[src/dts_pkg.sv]
/*
 * Shared constants and types for the dual timer status and control block:
 * register offsets, field positions, reset values, pin action codes and
 * the per-channel timer input carrier.
 * Assumes a 32-bit AXI4-Lite register bus and two 8-bit timer channels.
 */
package dts_pkg;

    localparam int DTS_NUM_CHAN = 2;
    localparam int DTS_CHAN_A = 0;
    localparam int DTS_CHAN_B = 1;
    localparam int DTS_CNT_W = 8;

    localparam logic [3:0] DTS_OFS_TIMER_A = 4'h0;
    localparam logic [3:0] DTS_OFS_TIMER_B = 4'h4;
    localparam logic [3:0] DTS_OFS_PIN_STATUS = 4'h8;

    localparam int DTS_BIT_MATCH_B_FLAG = 7;
    localparam int DTS_BIT_MATCH_A_FLAG = 6;
    localparam int DTS_BIT_WRAP_FLAG = 5;
    localparam int DTS_BIT_CAPTURE = 4;
    localparam int DTS_BIT_MATCH_B_ACT_LO = 2;
    localparam int DTS_BIT_MATCH_A_ACT_LO = 0;

    localparam logic [7:0] DTS_CTRL_RESET = 8'h00;
    localparam logic [7:0] DTS_FLAG_MASK_A = 8'hF0;
    localparam logic [7:0] DTS_FLAG_MASK_B = 8'hE0;
    localparam logic [7:0] DTS_WRAP_FROM = 8'hFF;
    localparam logic [7:0] DTS_WRAP_TO = 8'h00;

    localparam logic [1:0] DTS_RESP_OKAY = 2'h0;
    localparam logic [1:0] DTS_RESP_SLVERR = 2'h2;

    typedef enum logic [1:0] {
        DTS_ACT_KEEP = 2'h0,
        DTS_ACT_LOW = 2'h1,
        DTS_ACT_HIGH = 2'h2,
        DTS_ACT_TOGGLE = 2'h3
    } dts_pin_act_t;

    typedef enum logic [1:0] {
        DTS_CAP_WAIT_RISE = 2'h1,
        DTS_CAP_WAIT_FALL = 2'h2
    } dts_cap_state_t;

    typedef struct packed {
        logic [DTS_CNT_W-1:0] counter;
        logic [DTS_CNT_W-1:0] compare_a;
        logic [DTS_CNT_W-1:0] compare_b;
    } dts_chan_in_t;

endpackage : dts_pkg

[src/dts_pin.sv]
/*
 * Output pin driver of one timer channel: applies the selected action on
 * a compare-match B and on a compare-match A event.
 * Assumes one-cycle event pulses from the status logic.
 */
module dts_pin (
    input wire logic aclk,
    input wire logic aresetn,
    input wire logic match_a_evt,
    input wire logic match_b_evt,
    input wire dts_pkg::dts_pin_act_t match_a_act,
    input wire dts_pkg::dts_pin_act_t match_b_act,
    output logic pin
);
    import dts_pkg::*;

    logic pin_ff;
    logic mid;
    logic nxt_pin;

    function automatic logic apply_act(input dts_pin_act_t act, input logic cur);
        logic res;
        res = cur;
        unique case (act)
            DTS_ACT_KEEP: res = cur;
            DTS_ACT_LOW: res = 1'b0;
            DTS_ACT_HIGH: res = 1'b1;
            DTS_ACT_TOGGLE: res = ~cur;
        endcase
        return res;
    endfunction : apply_act

    // match B acts first, match A acts on its result
    always_comb begin
        mid = match_b_evt ? apply_act(match_b_act, pin_ff) : pin_ff;
        nxt_pin = match_a_evt ? apply_act(match_a_act, mid) : mid;
    end

    always_ff @(posedge aclk) begin
        if (!aresetn) begin
            pin_ff <= 1'b0;
        end else begin
            pin_ff <= nxt_pin;
        end
    end

    assign pin = pin_ff;

endmodule : dts_pin

[src/dts_top.sv]
/*
 * Status and control logic of two 8-bit timer channels, A and B:
 * compare-match and wrap flags, channel A capture flag, capture interrupt
 * request and compare-match driven output pins, with an AXI4-Lite slave.
 * Assumes counters and compare registers live outside and their values
 * arrive synchronous to aclk; the capture input is synchronous too.
 */
// The placing of the registers and the AXI4-Lite register port were chosen for this implementation.
module dts_top #(
    parameter int ADDR_W = 4
) (
    input wire logic aclk,
    input wire logic aresetn,
    input wire logic [ADDR_W-1:0] s_axi_awaddr,
    input wire logic [2:0] s_axi_awprot,
    input wire logic s_axi_awvalid,
    output logic s_axi_awready,
    input wire logic [31:0] s_axi_wdata,
    input wire logic [3:0] s_axi_wstrb,
    input wire logic s_axi_wvalid,
    output logic s_axi_wready,
    output logic [1:0] s_axi_bresp,
    output logic s_axi_bvalid,
    input wire logic s_axi_bready,
    input wire logic [ADDR_W-1:0] s_axi_araddr,
    input wire logic [2:0] s_axi_arprot,
    input wire logic s_axi_arvalid,
    output logic s_axi_arready,
    output logic [31:0] s_axi_rdata,
    output logic [1:0] s_axi_rresp,
    output logic s_axi_rvalid,
    input wire logic s_axi_rready,
    input wire dts_pkg::dts_chan_in_t chan_a_timer,
    input wire dts_pkg::dts_chan_in_t chan_b_timer,
    input wire logic chan_a_ext_reset,
    output logic chan_a_out_pin,
    output logic chan_b_out_pin,
    output logic capture_irq_request
);
    import dts_pkg::*;

    // write channel state
    logic awready_ff;
    logic wready_ff;
    logic aw_held_ff;
    logic w_held_ff;
    logic [ADDR_W-1:0] aw_addr_ff;
    logic [7:0] w_data_ff;
    logic w_lane0_ff;
    logic bvalid_ff;
    logic [1:0] bresp_ff;

    // read channel state
    logic arready_ff;
    logic rvalid_ff;
    logic [31:0] rdata_ff;
    logic [1:0] rresp_ff;

    logic do_write;
    logic do_read;
    logic wr_mapped;
    logic rd_mapped;
    logic [3:0] wr_ofs;
    logic [3:0] rd_ofs;
    logic [DTS_NUM_CHAN-1:0] wr_hit;
    logic [DTS_NUM_CHAN-1:0] rd_hit;
    logic [31:0] nxt_rdata;

    // per-channel register and event state
    dts_chan_in_t [DTS_NUM_CHAN-1:0] chan_timer;
    logic [7:0] ctrl_ff [DTS_NUM_CHAN];
    logic [7:0] nxt_ctrl [DTS_NUM_CHAN];
    logic [7:4] arm_ff [DTS_NUM_CHAN];
    logic [DTS_NUM_CHAN-1:0] eq_a_prev_ff;
    logic [DTS_NUM_CHAN-1:0] eq_b_prev_ff;
    logic [DTS_CNT_W-1:0] cnt_prev_ff [DTS_NUM_CHAN];
    logic [DTS_NUM_CHAN-1:0] eq_a;
    logic [DTS_NUM_CHAN-1:0] eq_b;
    logic [DTS_NUM_CHAN-1:0] match_a_evt;
    logic [DTS_NUM_CHAN-1:0] match_b_evt;
    logic [DTS_NUM_CHAN-1:0] wrap_evt;
    logic [DTS_NUM_CHAN-1:0] pin_out;

    // capture detector state
    dts_cap_state_t cap_state_ff;
    dts_cap_state_t nxt_cap_state;
    logic ext_prev_ff;
    logic cap_evt;
    logic irq_ff;

    assign chan_timer[DTS_CHAN_A] = chan_a_timer;
    assign chan_timer[DTS_CHAN_B] = chan_b_timer;

    assign do_write = aw_held_ff && w_held_ff && !bvalid_ff;
    assign do_read = s_axi_arvalid && arready_ff;
    assign wr_ofs = {aw_addr_ff[3:2], 2'b00};
    assign rd_ofs = {s_axi_araddr[3:2], 2'b00};

    always_comb begin
        wr_mapped = (ADDR_W <= 4 || aw_addr_ff[ADDR_W-1:2] <= DTS_OFS_PIN_STATUS[3:2])
            && wr_ofs <= DTS_OFS_PIN_STATUS;
        rd_mapped = (ADDR_W <= 4 || s_axi_araddr[ADDR_W-1:2] <= DTS_OFS_PIN_STATUS[3:2])
            && rd_ofs <= DTS_OFS_PIN_STATUS;
        wr_hit[DTS_CHAN_A] = do_write && w_lane0_ff && wr_mapped && wr_ofs == DTS_OFS_TIMER_A;
        wr_hit[DTS_CHAN_B] = do_write && w_lane0_ff && wr_mapped && wr_ofs == DTS_OFS_TIMER_B;
        rd_hit[DTS_CHAN_A] = do_read && rd_mapped && rd_ofs == DTS_OFS_TIMER_A;
        rd_hit[DTS_CHAN_B] = do_read && rd_mapped && rd_ofs == DTS_OFS_TIMER_B;
    end

    // write address: held until the data has also arrived
    always_ff @(posedge aclk) begin
        if (!aresetn) begin
            awready_ff <= 1'b1;
            aw_held_ff <= 1'b0;
            aw_addr_ff <= '0;
        end else if (s_axi_awvalid && awready_ff) begin
            awready_ff <= 1'b0;
            aw_held_ff <= 1'b1;
            aw_addr_ff <= s_axi_awaddr;
        end else if (do_write) begin
            aw_held_ff <= 1'b0;
        end else if (s_axi_bvalid && s_axi_bready) begin
            awready_ff <= 1'b1;
        end
    end

    // write data: only byte lane 0 carries register bits
    always_ff @(posedge aclk) begin
        if (!aresetn) begin
            wready_ff <= 1'b1;
            w_held_ff <= 1'b0;
            w_data_ff <= 8'h00;
            w_lane0_ff <= 1'b0;
        end else if (s_axi_wvalid && wready_ff) begin
            wready_ff <= 1'b0;
            w_held_ff <= 1'b1;
            w_data_ff <= s_axi_wdata[7:0];
            w_lane0_ff <= s_axi_wstrb[0];
        end else if (do_write) begin
            w_held_ff <= 1'b0;
        end else if (s_axi_bvalid && s_axi_bready) begin
            wready_ff <= 1'b1;
        end
    end

    always_ff @(posedge aclk) begin
        if (!aresetn) begin
            bvalid_ff <= 1'b0;
            bresp_ff <= DTS_RESP_OKAY;
        end else if (do_write) begin
            bvalid_ff <= 1'b1;
            bresp_ff <= wr_mapped ? DTS_RESP_OKAY : DTS_RESP_SLVERR;
        end else if (bvalid_ff && s_axi_bready) begin
            bvalid_ff <= 1'b0;
        end
    end

    always_comb begin
        nxt_rdata = 32'h0000_0000;
        if (rd_ofs == DTS_OFS_TIMER_A) begin
            nxt_rdata[7:0] = ctrl_ff[DTS_CHAN_A];
        end else if (rd_ofs == DTS_OFS_TIMER_B) begin
            nxt_rdata[7:0] = ctrl_ff[DTS_CHAN_B];
        end else if (rd_ofs == DTS_OFS_PIN_STATUS) begin
            nxt_rdata[0] = pin_out[DTS_CHAN_A];
            nxt_rdata[1] = pin_out[DTS_CHAN_B];
            nxt_rdata[2] = irq_ff;
            nxt_rdata[3] = (cap_state_ff == DTS_CAP_WAIT_FALL);
        end
        if (!rd_mapped) begin
            nxt_rdata = 32'h0000_0000;
        end
    end

    always_ff @(posedge aclk) begin
        if (!aresetn) begin
            arready_ff <= 1'b1;
            rvalid_ff <= 1'b0;
            rdata_ff <= 32'h0000_0000;
            rresp_ff <= DTS_RESP_OKAY;
        end else if (do_read) begin
            arready_ff <= 1'b0;
            rvalid_ff <= 1'b1;
            rdata_ff <= nxt_rdata;
            rresp_ff <= rd_mapped ? DTS_RESP_OKAY : DTS_RESP_SLVERR;
        end else if (rvalid_ff && s_axi_rready) begin
            rvalid_ff <= 1'b0;
            arready_ff <= 1'b1;
        end
    end

    // capture: a rising edge, then a falling edge, on the external input
    always_comb begin
        nxt_cap_state = cap_state_ff;
        cap_evt = 1'b0;
        unique case (cap_state_ff)
            DTS_CAP_WAIT_RISE: begin
                if (chan_a_ext_reset && !ext_prev_ff) begin
                    nxt_cap_state = DTS_CAP_WAIT_FALL;
                end
            end
            DTS_CAP_WAIT_FALL: begin
                if (!chan_a_ext_reset && ext_prev_ff) begin
                    nxt_cap_state = DTS_CAP_WAIT_RISE;
                    cap_evt = 1'b1;
                end
            end
            default: begin
                nxt_cap_state = DTS_CAP_WAIT_RISE;
            end
        endcase
    end

    always_ff @(posedge aclk) begin
        if (!aresetn) begin
            cap_state_ff <= DTS_CAP_WAIT_RISE;
        end else begin
            cap_state_ff <= nxt_cap_state;
        end
    end

    // input history for the edge detector, reset to the idle level
    always_ff @(posedge aclk) begin
        if (!aresetn) begin
            ext_prev_ff <= 1'b0;
        end else begin
            ext_prev_ff <= chan_a_ext_reset;
        end
    end

    genvar gi;
    generate
        for (gi = 0; gi < DTS_NUM_CHAN; gi++) begin : g_chan
            localparam logic [7:0] FLAG_MASK = (gi == DTS_CHAN_A) ? DTS_FLAG_MASK_A : DTS_FLAG_MASK_B;

            // flags react to the first cycle of a match, not to a long match
            assign eq_a[gi] = chan_timer[gi].counter == chan_timer[gi].compare_a;
            assign eq_b[gi] = chan_timer[gi].counter == chan_timer[gi].compare_b;
            assign match_a_evt[gi] = eq_a[gi] && !eq_a_prev_ff[gi];
            assign match_b_evt[gi] = eq_b[gi] && !eq_b_prev_ff[gi];
            assign wrap_evt[gi] = cnt_prev_ff[gi] == DTS_WRAP_FROM && chan_timer[gi].counter == DTS_WRAP_TO;

            always_ff @(posedge aclk) begin
                if (!aresetn) begin
                    eq_a_prev_ff[gi] <= 1'b0;
                    eq_b_prev_ff[gi] <= 1'b0;
                end else begin
                    eq_a_prev_ff[gi] <= eq_a[gi];
                    eq_b_prev_ff[gi] <= eq_b[gi];
                end
            end

            // counter history for wrap detection
            always_ff @(posedge aclk) begin
                if (!aresetn) begin
                    cnt_prev_ff[gi] <= DTS_WRAP_TO;
                end else begin
                    cnt_prev_ff[gi] <= chan_timer[gi].counter;
                end
            end

            always_comb begin
                nxt_ctrl[gi] = ctrl_ff[gi];
                if (wr_hit[gi]) begin
                    for (int b = DTS_BIT_CAPTURE; b <= DTS_BIT_MATCH_B_FLAG; b++) begin
                        if (FLAG_MASK[b]) begin
                            // only a zero after a read of one clears; a one is ignored
                            if (arm_ff[gi][b] && !w_data_ff[b]) begin
                                nxt_ctrl[gi][b] = 1'b0;
                            end
                        end else begin
                            nxt_ctrl[gi][b] = w_data_ff[b];
                        end
                    end
                    nxt_ctrl[gi][3:0] = w_data_ff[3:0];
                end
                // setting events come last so that they win over a clear
                if (match_b_evt[gi]) begin
                    nxt_ctrl[gi][DTS_BIT_MATCH_B_FLAG] = 1'b1;
                end
                if (match_a_evt[gi]) begin
                    nxt_ctrl[gi][DTS_BIT_MATCH_A_FLAG] = 1'b1;
                end
                if (wrap_evt[gi]) begin
                    nxt_ctrl[gi][DTS_BIT_WRAP_FLAG] = 1'b1;
                end
                if (gi == DTS_CHAN_A && cap_evt) begin
                    nxt_ctrl[gi][DTS_BIT_CAPTURE] = 1'b1;
                end
            end

            always_ff @(posedge aclk) begin
                if (!aresetn) begin
                    ctrl_ff[gi] <= DTS_CTRL_RESET;
                end else begin
                    ctrl_ff[gi] <= nxt_ctrl[gi];
                end
            end

            // a read arms clearing of the flags it saw as one
            always_ff @(posedge aclk) begin
                if (!aresetn) begin
                    arm_ff[gi] <= 4'h0;
                end else if (rd_hit[gi]) begin
                    arm_ff[gi] <= ctrl_ff[gi][7:4] & FLAG_MASK[7:4];
                end else if (wr_hit[gi]) begin
                    arm_ff[gi] <= 4'h0;
                end
            end

            dts_pin u_pin (
                .aclk(aclk),
                .aresetn(aresetn),
                .match_a_evt(match_a_evt[gi]),
                .match_b_evt(match_b_evt[gi]),
                .match_a_act(dts_pin_act_t'(ctrl_ff[gi][DTS_BIT_MATCH_A_ACT_LO +: 2])),
                .match_b_act(dts_pin_act_t'(ctrl_ff[gi][DTS_BIT_MATCH_B_ACT_LO +: 2])),
                .pin(pin_out[gi])
            );
        end
    endgenerate

    always_ff @(posedge aclk) begin
        if (!aresetn) begin
            irq_ff <= 1'b0;
        end else begin
            irq_ff <= ctrl_ff[DTS_CHAN_A][DTS_BIT_CAPTURE] && ctrl_ff[DTS_CHAN_B][DTS_BIT_CAPTURE];
        end
    end

    assign s_axi_awready = awready_ff;
    assign s_axi_wready = wready_ff;
    assign s_axi_bvalid = bvalid_ff;
    assign s_axi_bresp = bresp_ff;
    assign s_axi_arready = arready_ff;
    assign s_axi_rvalid = rvalid_ff;
    assign s_axi_rdata = rdata_ff;
    assign s_axi_rresp = rresp_ff;
    assign chan_a_out_pin = pin_out[DTS_CHAN_A];
    assign chan_b_out_pin = pin_out[DTS_CHAN_B];
    assign capture_irq_request = irq_ff;

endmodule : dts_top

[config.mk]
export PLATFORM = sky130hd
export DESIGN_NAME = dts_top
export DESIGN_NICKNAME = d
export VERILOG_FILES = /design/src/dts_pkg.sv /design/src/dts_pin.sv /design/src/dts_top.sv
export SDC_FILE = /design/constraint.sdc
export NUM_CORES = 1
export LEC_CHECK = 0
export BUFFER_PORTS_ARGS = -buffer_cell sky130_fd_sc_hd__buf_2
export CAP_MARGIN = 5
export CORE_MARGIN = 1.5
export CORE_UTILIZATION = 51
export CTS_CLUSTER_DIAMETER = 80
export CTS_CLUSTER_SIZE = 25
export DETAILED_ROUTE_END_ITERATION = 10
export PLACE_DENSITY = 0.85
export REMOVE_ABC_BUFFERS = 1
export SLEW_MARGIN = 20
export SYNTH_ARGS = -nofsm -noshare
export SYNTH_HDL_FRONTEND = slang
export SYNTH_SLANG_ARGS = --single-unit
[constraint.sdc]
create_clock -name aclk -period 2.6 [get_ports aclk]
set_clock_uncertainty 0.15 [all_clocks]
set_input_delay 0.26 -clock aclk [delete_from_list [all_inputs] [get_ports aclk]]
set_output_delay 0.26 -clock aclk [all_outputs]
set_load 0.05 [all_outputs]
After elaboration in Yosys (flattened, before gate mapping)
Memory sizes are Yosys's and may differ from the RTL's.
Index checks and enable logic that the tools add are counted.
{ "totals": {"wordCells": 197, "ramBits": 40, "n_memories": 3, "register_bits": 66} }
{ "mem_list": {"columns": ["name", "depth", "word_bits", "read_ports", "rd_clocked_by_memory_dff", "wr", "line_no", "source"], "rows": [
  ["cnt_prev_ff", 2, 8, 2, 0, 2, "dts_top.sv:76", "logic [DTS_CNT_W-1:0] cnt_prev_ff [DTS_NUM_CHAN];"],
  ["ctrl_ff", 2, 8, 2, 0, 2, "dts_top.sv:71", "logic [7:0] ctrl_ff [DTS_NUM_CHAN];"],
  ["arm_ff", 2, 4, 2, 0, 2, "dts_top.sv:73", "logic [7:4] arm_ff [DTS_NUM_CHAN];"]
]} }
{ "classes": {"order_cmp": 2, "n_eq_ne": 27, "n_mux": 73, "bitwise_logic": 12, "reduce_logical": 58} }
{ "ops": {"columns": ["cell", "count"], "rows": [
  ["8-bit two-way mux", 8],
  ["1-bit two-way mux", 49],
  ["8-bit == test", 4],
  ["1-bit logical AND", 30],
  ["4-bit two-way mux", 7],
  ["2-bit == test, second input constant", 10],
  ["8-bit == test, second input constant", 2],
  ["8-bit zero test", 2],
  ["1-bit one-hot mux with 4 select lines", 4],
  ["2-bit by 1-bit == test with 1-bit output, second input constant", 7],
  ["2-bit nonzero test", 6],
  ["1-bit zero test", 11],
  ["4-bit less-or-equal comparator, second input constant", 2],
  ["2-bit zero test", 4],
  ["4-bit zero test", 2],
  ["2-bit two-way mux", 4],
  ["1-bit OR", 8],
  ["2-bit by 1-bit != test with 1-bit output, second input constant", 3],
  ["2-bit AND reduction", 3],
  ["1-bit inverter", 4],
  ["2-bit one-hot mux with 2 select lines", 1],
  ["2-bit != test, second input constant", 1]
]} }

Logic depth before layout (Yosys ltp)
Gate-level depths: netlist of the first run.
{ "depth": {"ltp_word": 10, "ltp_mapped": 6} }

Modules after synthesis
A second synthesis of the first run with hierarchy kept.
{ "hier_totals": {"cells_unflattened": 373, "hier_area_um2": 3448.3} }
{ "modules_own_cells": {"columns": ["module", "n_inst", "cells_per_inst", "area_per_inst_um2"], "rows": [
  ["dts_top", 1, 359, 3340.7],
  ["dts_pin", 2, 7, 53.8]
]} }

Worst setup path after synthesis of the first run
Ideal clock, no wire load.
{ "synth_path": {"kind": "reg-to-reg", "start": "register bvalid_ff (netlist: s_axi_bvalid)", "end": "memory ctrl_ff[1][6]", "stages_incl_launch_ff": 7, "slack_ns": 0.651, "t_required_ns": 2.322, "arrival_time_ns": 1.671, "setup_time_ns": 0.128, "cell_sequence": "dfxtp_1 -> nand3b_4 -> nand4bb_1 -> buf_2 -> or3b_1 -> a21oi_1 -> nor2_1"} }
{ "synth_lines": {"columns": ["element", "line_no", "source"], "rows": [
  ["from (decl)", "dts_top.sv:50", "logic bvalid_ff;"],
  ["from (signal assigned)", "dts_top.sv:148", "bvalid_ff <= 1'b0;"],
  ["from (signal assigned)", "dts_top.sv:151", "bvalid_ff <= 1'b1;"],
  ["from (signal assigned)", "dts_top.sv:154", "bvalid_ff <= 1'b0;"],
  ["to (decl)", "dts_top.sv:71", null]
]} }

==> metrics.txt, run 1 <==
outcome=finished with violations; violated checks=DRC; library cells used by synthesis=36; Critical Path Fanout Max=9; commonest non-fill, non-tap cell in the layout=buf_2; # fillers=543; CTS H-tree lvls=3; Sink Count=77; starting density of the core=0.533; Worst slew margin=0.609; vias per cell=5.09; RSZ-0062 raised after global routing=false; WP data required=2.66 ns; startpoint class of the critical path=flip-flop; CP Buf/Inv Count=1; EDFF count, synth=7; Sw Ratio=0.273; cells resized by post-CTS repair=0; Setup TNS=0 ns; P&R area growth vs syn=19.0%; Max Cap Violations=0; DR vias=2,762; clk root buf=clkbuf_8; gr usage total=0.215; CP arrival=1.90 ns; initial antenna violation count=0; fin crit share=0.708; Slew Viols, Final=0; Post-DRT Antenna Nets=0; DP HPWL=5.42 mm; routed wire length=7.35 mm; Final nets=568; clk_lat worst skew=0.34 ns; worst slew pin tran=0.581 ns; Power Dens Cells=605 nW/µm²; share of cells above drive strength 1=0.227; port buffer count=86; most frequent cells in the layout=buf_2 (86), dfxtp_1 (70), nor2_1 (35); Hold Fails Final Rpt=0; setup bufs post-CTS=0; proportion of power drawn by the clock network=0.332; Die Span X=84.9 µm; CP max-delay cell=or3b_1; cts hold-fix bufs=8; CP cell instances=nand3b_4, nand4bb_1, buf_4, or3b_1, a21oi_1, nor2_1; Wirelength per Cell=13.5 µm; TritonCTS Buffers=9; Seq pwr share=0.515; DRC errors left=6; VDD IR max=0.000399 V; critical path class=flip-flop to flip-flop; first-pass GRT wire length=12.3 mm; Final min period=1.84 ns; placed cell count=520; diodes inserted=0; Synth top area share=0.409; Worst Setup End Kind=flip-flop; ys async rst share=0; combinational share of power=0.154; GRT overflow=0; first drt pass iteration count=9; Post-Syn Area per Cell=9.28 µm²; die height=84.9 µm; die area=7220 µm²; NetSw=0.673 mW; synth top area cells=dfxtp_1 (41%), xnor2_1 (8.2%), edfxtp_1 (6.1%); number of cell rows=29; final setup vio count=0; leakage power=1.79 nW; register area share after synthesis=0.471; 1st-iter DRT viols=114; Synthesis Warnings=0; synthesis-stage register bit count=77; synthesized area=3420 µm²; largest net degree at the start of global routing=48; vias in the first global route=2,740; CP delay by family, top=simple AND/OR/NAND/NOR gates; Min-Delay Path Class=primary input to flip-flop; Final Util=0.635; I/O pin cnt=150; fmax=543 MHz; Synth Instances=369; clk buf depth=2; core area=6420 µm²; Post-synth top flop=dfxtp_1; CTS tree=done; Yosys top cell by area=dfxtp_1; Pint=1.79 mW; fin cells=543; GP Congestion=0.803; Clock Pin Slew Worst Setup and Hold Paths=0.07 ns; CP peak stage delay=0.38 ns
-- power by group through the flow --
stage | clock, mW | sequential (mW) | combinational (mW)
after floorplan | 0 | 1.33 | 0.211
after detailed placement | 0 | 1.30 | 0.369
final | 0.819 | 1.27 | 0.379
after CTS | 0.834 | 1.27 | 0.379
after global routing | 0.888 | 1.27 | 0.410
after global placement | 0 | 1.29 | 0.358
-- path summary, 6_finish.rpt --
check | from | to | slack, ns | depth (start not counted)
setup / recovery | s_axi_bvalid | ctrl_ff[1][7] | 0.76 | 6
hold / removal | s_axi_awaddr[2] | aw_addr_ff[2] | 0.01 | 3
setup reg to reg | s_axi_bvalid | ctrl_ff[1][7] | 0.76 | 6
hold reg to reg | s_axi_rresp[1] | s_axi_rresp[1] | 0.30 | 2
-- sequential cells by signal (all words and copies together), names as in the netlist, 2 cells and up --
signal and cells:
cnt_prev_ff 16, cap_state_ff 2, aw_addr_ff 2, ctrl_ff 16, w_data_ff 8, s_axi_rdata 8
eq_b_prev_ff 2, arm_ff 7, eq_a_prev_ff 2, g_chan.u_pin.pin 2
-- routing by layer --
metal | wire length, µm | vias to the layer above | track usage
met1 | 3320 | 1274 | 0.261
met4 | 129 | 0 | 0.0835
li1 | - | 1385 | -
met3 | 368 | 12 | 0.0623
met2 | 3540 | 91 | 0.361
met5 | 0 | - | 0
-- final cells by class --
cell class	instances	area [µm²]	area share
multi-input cells	270	1630	0.400
flip-flops and latches	77	1610	0.395
repair buffers	97	533	0.131
clock buffers	14	174	0.0427
well taps	77	96.3	0.0236
inverters	7	26.3	0.00645
clock inverters	1	5.00	0.00123
-- per-stage QoR --
step | hold slack [ns] | total power, mW | setup slack [ns] | area [µm²]
6_report | 0.0128 | 2.47 | 0.759 | 4080
3_3_place_gp | 0.286 | 1.65 | 0.604 | 3820
3_5_place_dp | 0.293 | 1.67 | 0.634 | 3820
4_1_cts | 0.00382 | 2.48 | 0.774 | 4080
5_1_grt | 0.00777 | 2.57 | 0.684 | 4080
2_1_floorplan | 0.186 | 1.54 | 0.462 | 3270
-- synth_stat cells (3+ instances only) --
master / count
inv_1: 7
nand2_1: 33
mux2i_1: 21
edfxtp_1: 7
nand3_1: 3
a211oi_1: 4
and3_1: 5
dfxtp_1: 70
nor3_1: 10
and2_1: 23
clkbuf_1: 12
xnor2_1: 32
nand2b_1: 3
buf_4: 26
nand4_1: 11
a21oi_1: 28
nor2_1: 35
nor4_1: 7
nand3b_1: 5
o21ai_0: 6
-- logic make-up (layout without fill, tap and decap cells) --
family / after synthesis / in the layout / synth area share
compound gates: 46 / 46 / 0.0775
simple gates: 145 / 145 / 0.227
mux: 21 / 21 / 0.0614
other cells: 1 / 26 / 0.00110
xor+xnor: 32 / 32 / 0.0818
buf+inv: 47 / 119 / 0.0807
flops: 77 / 77 / 0.471
-- worst min-delay path, delay by kind of cell --
family,cells,cell delay [ns]
and+or+nand+nor,1,0.05
AOI/OAI and AO/OA,1,0.05
buffers and inverters,1,0.09
Note: power is estimated with default switching activity, not from simulation.
==> run 2: changes to the inputs <==
CORE_UTILIZATION = 43   (was 51)
PLACE_DENSITY = 0.77   (was 0.85)
clock period = 1.5 ns   (was 2.6 ns; I/O delays follow)
==> metrics.txt, run 2 (same netlist as run 1, synthesis figures left out) <==
fin crit share=1.06; CP arrival=1.69 ns; most frequent cells in the layout=buf_2 (85), dfxtp_1 (68), dlygate4sd3_1 (38), buf_4 (38), nor2_1 (34); Worst Hold Launch=chan_a_timer[20]; proportion of power drawn by the clock network=0.370; Largest regs=cnt_prev_ff (16), ctrl_ff (16); CTS H-tree lvls=3; Slew Viols, Final=0; Final Util=0.626; DRC errors left=0; NetSw=1.27 mW; startpoint class of the critical path=flip-flop; Setup TNS=-0.234 ns; die area=8510 µm²; critical path class=flip-flop to flip-flop; Worst Setup End Kind=flip-flop; GRT overflow=0; number of cell rows=32; final worst slack=-0.0909 ns; DP HPWL=6.02 mm; violated checks=setup timing; Sink Count=77; Post-DRT Antenna Nets=0; P&R area growth vs syn=41.2%; largest net degree at the start of global routing=20; clk root buf=clkbuf_8; reg2reg start=s_axi_bvalid; clk_lat worst skew=0.36 ns; GP Congestion=0.828; leakage power=2.13 nW; Final min period=1.59 ns; TritonCTS Buffers=9; CTS tree=done; DR vias=3,067; clk buf depth=2; Hold Fails Final Rpt=0; met1 Use GR=0.245; WP data required=1.60 ns; I/O pin cnt=150; outcome=finished with violations; Pint=3.50 mW; first-pass GRT wire length=13.8 mm; crit path launch=s_axi_bvalid; routed wire length=8.42 mm; VDD IR max=0.000627 V; final setup vio count=9; Seq pwr share=0.461; commonest non-fill, non-tap cell in the layout=buf_2; Power Dens Cells=988 nW/µm²; Final nets=638; grt met2 use=0.357; core area=7730 µm²; Min-Delay Path Class=primary input to flip-flop; Clock Pin Slew Worst Setup and Hold Paths=0.08 ns; initial antenna violation count=0; Critical Path Fanout Max=4; fmax=629 MHz; Die Span X=92.2 µm; gr usage total=0.209; 1st-iter DRT viols=128; vias per cell=4.80; starting density of the core=0.443; # fillers=642; Max Cap Violations=0; first drt pass iteration count=4; port buffer count=86; Wirelength per Cell=13.2 µm; die height=92.2 µm; Sw Ratio=0.266; diodes inserted=0; share of cells above drive strength 1=0.292; vias in the first global route=3,000; met3 Use GR=0.0663; combinational share of power=0.169; Most Crowded Layer GR=met2; RSZ-0062 raised after global routing=true
==> run 2: cell types whose count changed in the layout (fill, tap and decap cells not counted), sizes merged <==
| cell | change |
|---|---|
| dlygate4sd3 | +30 |
| clkbuf | -1 |
| bufinv | +1 |
| clkinvlp | +2 |
| buf | +39 |
==> run 2: critical path, cell delays in order, from the launching register on <==
cell,delay (ns)
dfxtp_2,0.32
nand3b_4,0.17
nand4bb_4,0.24
or3b_1,0.40
a21oi_2,0.14
nor2_1,0.06
==> run 2: per-layer routing <==
metal	part of all wire	up-vias
li1	-	1535
met1	0.42	1412
met2	0.50	108
met3	0.068	12
met4	0.012	0
met5	0	-
==> run 2: path summary, 6_finish.rpt <==
check                                    endpoint  slack [ns]  cells after the start
worst max-delay path                ctrl_ff[1][7]       -0.09                      5
worst min-delay path            cnt_prev_ff[0][4]        0.02                      3
worst max register to register      ctrl_ff[1][7]       -0.09                      5
worst min register to register     s_axi_rresp[1]        0.30                      2
==> run 2: per-stage QoR <==
step | area, µm² | std cells | worst slack, ns | hold WS, ns | total power [mW]
finish | 4830 | 639 | -0.0909 | 0.0168 | 4.77
global placement | 4130 | 582 | -0.182 | 0.232 | 2.94
CTS | 4790 | 637 | -0.0666 | 0.00110 | 4.79
floorplan | 3270 | 354 | -0.638 | 0.0762 | 2.67
detailed placement | 4130 | 582 | -0.236 | 0.246 | 2.95
global route | 4830 | 639 | -0.173 | 0.00421 | 4.98
==> run 2: repair_timing <==
| item | 4_1_cts | 5_1_grt |
|---|---|---|
| endpoints found under the hold margin | 33 | 0 |
| pin swaps | 7 | 5 |
| hold buffers | 38 | 0 |
| buffers inserted | 1 | 2 |
| endpoints found under the setup margin | 19 | 19 |
| resized for setup | 9 | 5 |
==> run 2: power by group through the flow <==
stage / Sequential, mW / Combinational [mW] / Clock (mW)
2_1_floorplan: 2.30 / 0.365 / 0
3_3_place_gp: 2.24 / 0.696 / 0
3_5_place_dp: 2.24 / 0.709 / 0
4_1_cts: 2.20 / 0.799 / 1.79
5_1_grt: 2.21 / 0.869 / 1.90
6_report: 2.20 / 0.808 / 1.77
==> run 2: cell type report <==
| type | instances | area (µm²) | share of cell area |
|---|---|---|---|
| flip-flops and latches | 77 | 1610 | 0.334 |
| inverters | 7 | 26.3 | 0.00543 |
| well taps | 102 | 128 | 0.0264 |
| repair buffers | 167 | 1160 | 0.241 |
| clock buffers | 12 | 188 | 0.0388 |
| clock inverters | 4 | 50.0 | 0.0104 |
| multi-input cells | 270 | 1670 | 0.344 |
==> run 3: changes to the inputs <==
PLACE_DENSITY = 0.87   (was 0.77)
==> metrics.txt, run 3 (same netlist as run 1, synthesis figures left out) <==
Setup TNS=-0.898 ns; Critical Path Fanout Max=5; highest routed layer=met4; R2R setup slack=-0.12 ns; wl on met1=3.71 mm; first drt pass iteration count=5; DR vias=3,122; NetSw=1.26 mW; met3 WL=517 µm; Clock Pin Slew Worst Setup and Hold Paths=0.08 ns; Final Util=0.618; Post-DRT Antenna Nets=0; P&R area growth vs syn=39.3%; GRT overflow=0; initial antenna violation count=0; Finished Cell Area=4770 µm²; CP cell instances=nand3b_4, nor4b_4, buf_4, nand3b_1, a32oi_1, nor2_1; vias per cell=4.93; R2R cell count=6; die height=92.2 µm; proportion of power drawn by the clock network=0.350; Final nets=632; Largest regs=cnt_prev_ff (16), ctrl_ff (16); fin crit share=1.08; Final min period=1.62 ns; die area=8510 µm²; critical path class=flip-flop to flip-flop; RSZ-0062 raised after global routing=true; number of cell rows=32; CP Buf/Inv Count=1; DR WL met2=4.45 mm; most frequent cells in the layout=buf_2 (85), dfxtp_1 (66), dlygate4sd3_1 (39); clk buf depth=2; crit path launch=s_axi_bvalid; reg2reg start=s_axi_bvalid; Seq pwr share=0.473; diodes inserted=0; fmax=618 MHz; gr usage total=0.216; TritonCTS Buffers=9; GP Congestion=0.881; Wirelength per Cell=14.1 µm; Die Span X=92.2 µm; commonest non-fill, non-tap cell in the layout=buf_2; CTS H-tree lvls=3; CP max-delay cell=nor4b_4; worst reg2reg path endpoint=ctrl_ff[0][5]; largest net degree at the start of global routing=25; first-pass GRT wire length=14.2 mm; I/O pin cnt=150; core area=7730 µm²; starting density of the core=0.443; share of cells above drive strength 1=0.296; Hold Fails Final Rpt=0; last element of the critical path=ctrl_ff[0][5]; port buffer count=86; clk_lat worst skew=0.35 ns; CTS tree=done; WP data required=1.59 ns; leakage power=2.12 nW; Max Cap Violations=0; Worst Setup End Kind=flip-flop; Sw Ratio=0.270; vias in the first global route=3,177; DRC errors left=0; combinational share of power=0.177; Pint=3.40 mW; DP HPWL=6.16 mm; CP arrival=1.70 ns; final worst slack=-0.117 ns; startpoint class of the critical path=flip-flop; Power Dens Cells=976 nW/µm²; CP peak stage delay=0.34 ns; Total Power=4.66 mW; outcome=finished with violations; Min-Delay Path Class=primary input to flip-flop; 1st-iter DRT viols=245; CP Depth=6; CP delay by family, top=simple AND/OR/NAND/NOR gates; violated checks=setup timing; Slew Viols, Final=0; VDD IR max=0.000498 V; final setup vio count=15; clk root buf=clkbuf_8; routed wire length=8.93 mm; Sink Count=77; Area after DPL=4080 µm²
[run 3: worst min-delay path by stage]
stage,cells past startpoint,end,from,slack (ns)
6_report,5,aw_addr_ff[2],s_axi_awvalid,0.02
3_3_place_gp,2,ext_prev_ff,chan_a_ext_reset,0.23
3_5_place_dp,2,ext_prev_ff,chan_a_ext_reset,0.25
4_1_cts,4,eq_a_prev_ff[1],chan_b_timer[14],-0.01
5_1_grt,3,cnt_prev_ff[0][2],chan_a_timer[18],0.02
2_1_floorplan,1,s_axi_arready,aresetn,0.08
[run 3: worst register-to-register path, stage by stage, from the launching register on]
cell,delay (ns)
dfxtp_2,0.32
nand3b_4,0.17
nor4b_4,0.34
buf_4,0.22
nand3b_1,0.09
a32oi_1,0.15
nor2_1,0.06
[run 3: layout make-up]
class | instances | area (µm²)
Fill cell | 626 | 2960
Multi-Input combinational cell | 270 | 1690
Sequential cell | 77 | 1620
Timing Repair Buffer | 161 | 1100
Clock buffer | 13 | 169
Tap cell | 102 | 128
Clock inverter | 3 | 41.3
Inverter | 7 | 26.3
[run 3: through the flow]
step	std cells	setup slack (ns)	hold slack (ns)
after floorplan	354	-0.638	0.0762
after global placement	576	-0.170	0.233
after detailed placement	576	-0.260	0.246
after CTS	631	-0.104	-0.0113
after global routing	633	-0.225	0.0214
final	633	-0.117	0.0227
[run 3: timing repair]
action                                  in CTS  in global routing
buffers inserted                             0                  2
endpoints found under the setup margin      18                 23
pin swaps                                    6                  2
endpoints found under the hold margin       33                  1
resized for setup                            4                 14
hold buffers                                39                  1
[run 3: power by group through the flow]
stage	combinational (mW)	sequential, mW	clock [mW]
2_1_floorplan	0.365	2.30	0
3_3_place_gp	0.688	2.24	0
3_5_place_dp	0.703	2.24	0
4_1_cts	0.793	2.20	1.64
5_1_grt	0.881	2.21	1.73
6_report	0.823	2.20	1.63
[run 3: metal layers]
metal	up-vias	track usage
met5	-	0
met4	0	0.106
met3	22	0.0431
met2	123	0.378
met1	1456	0.250
li1	1521	-
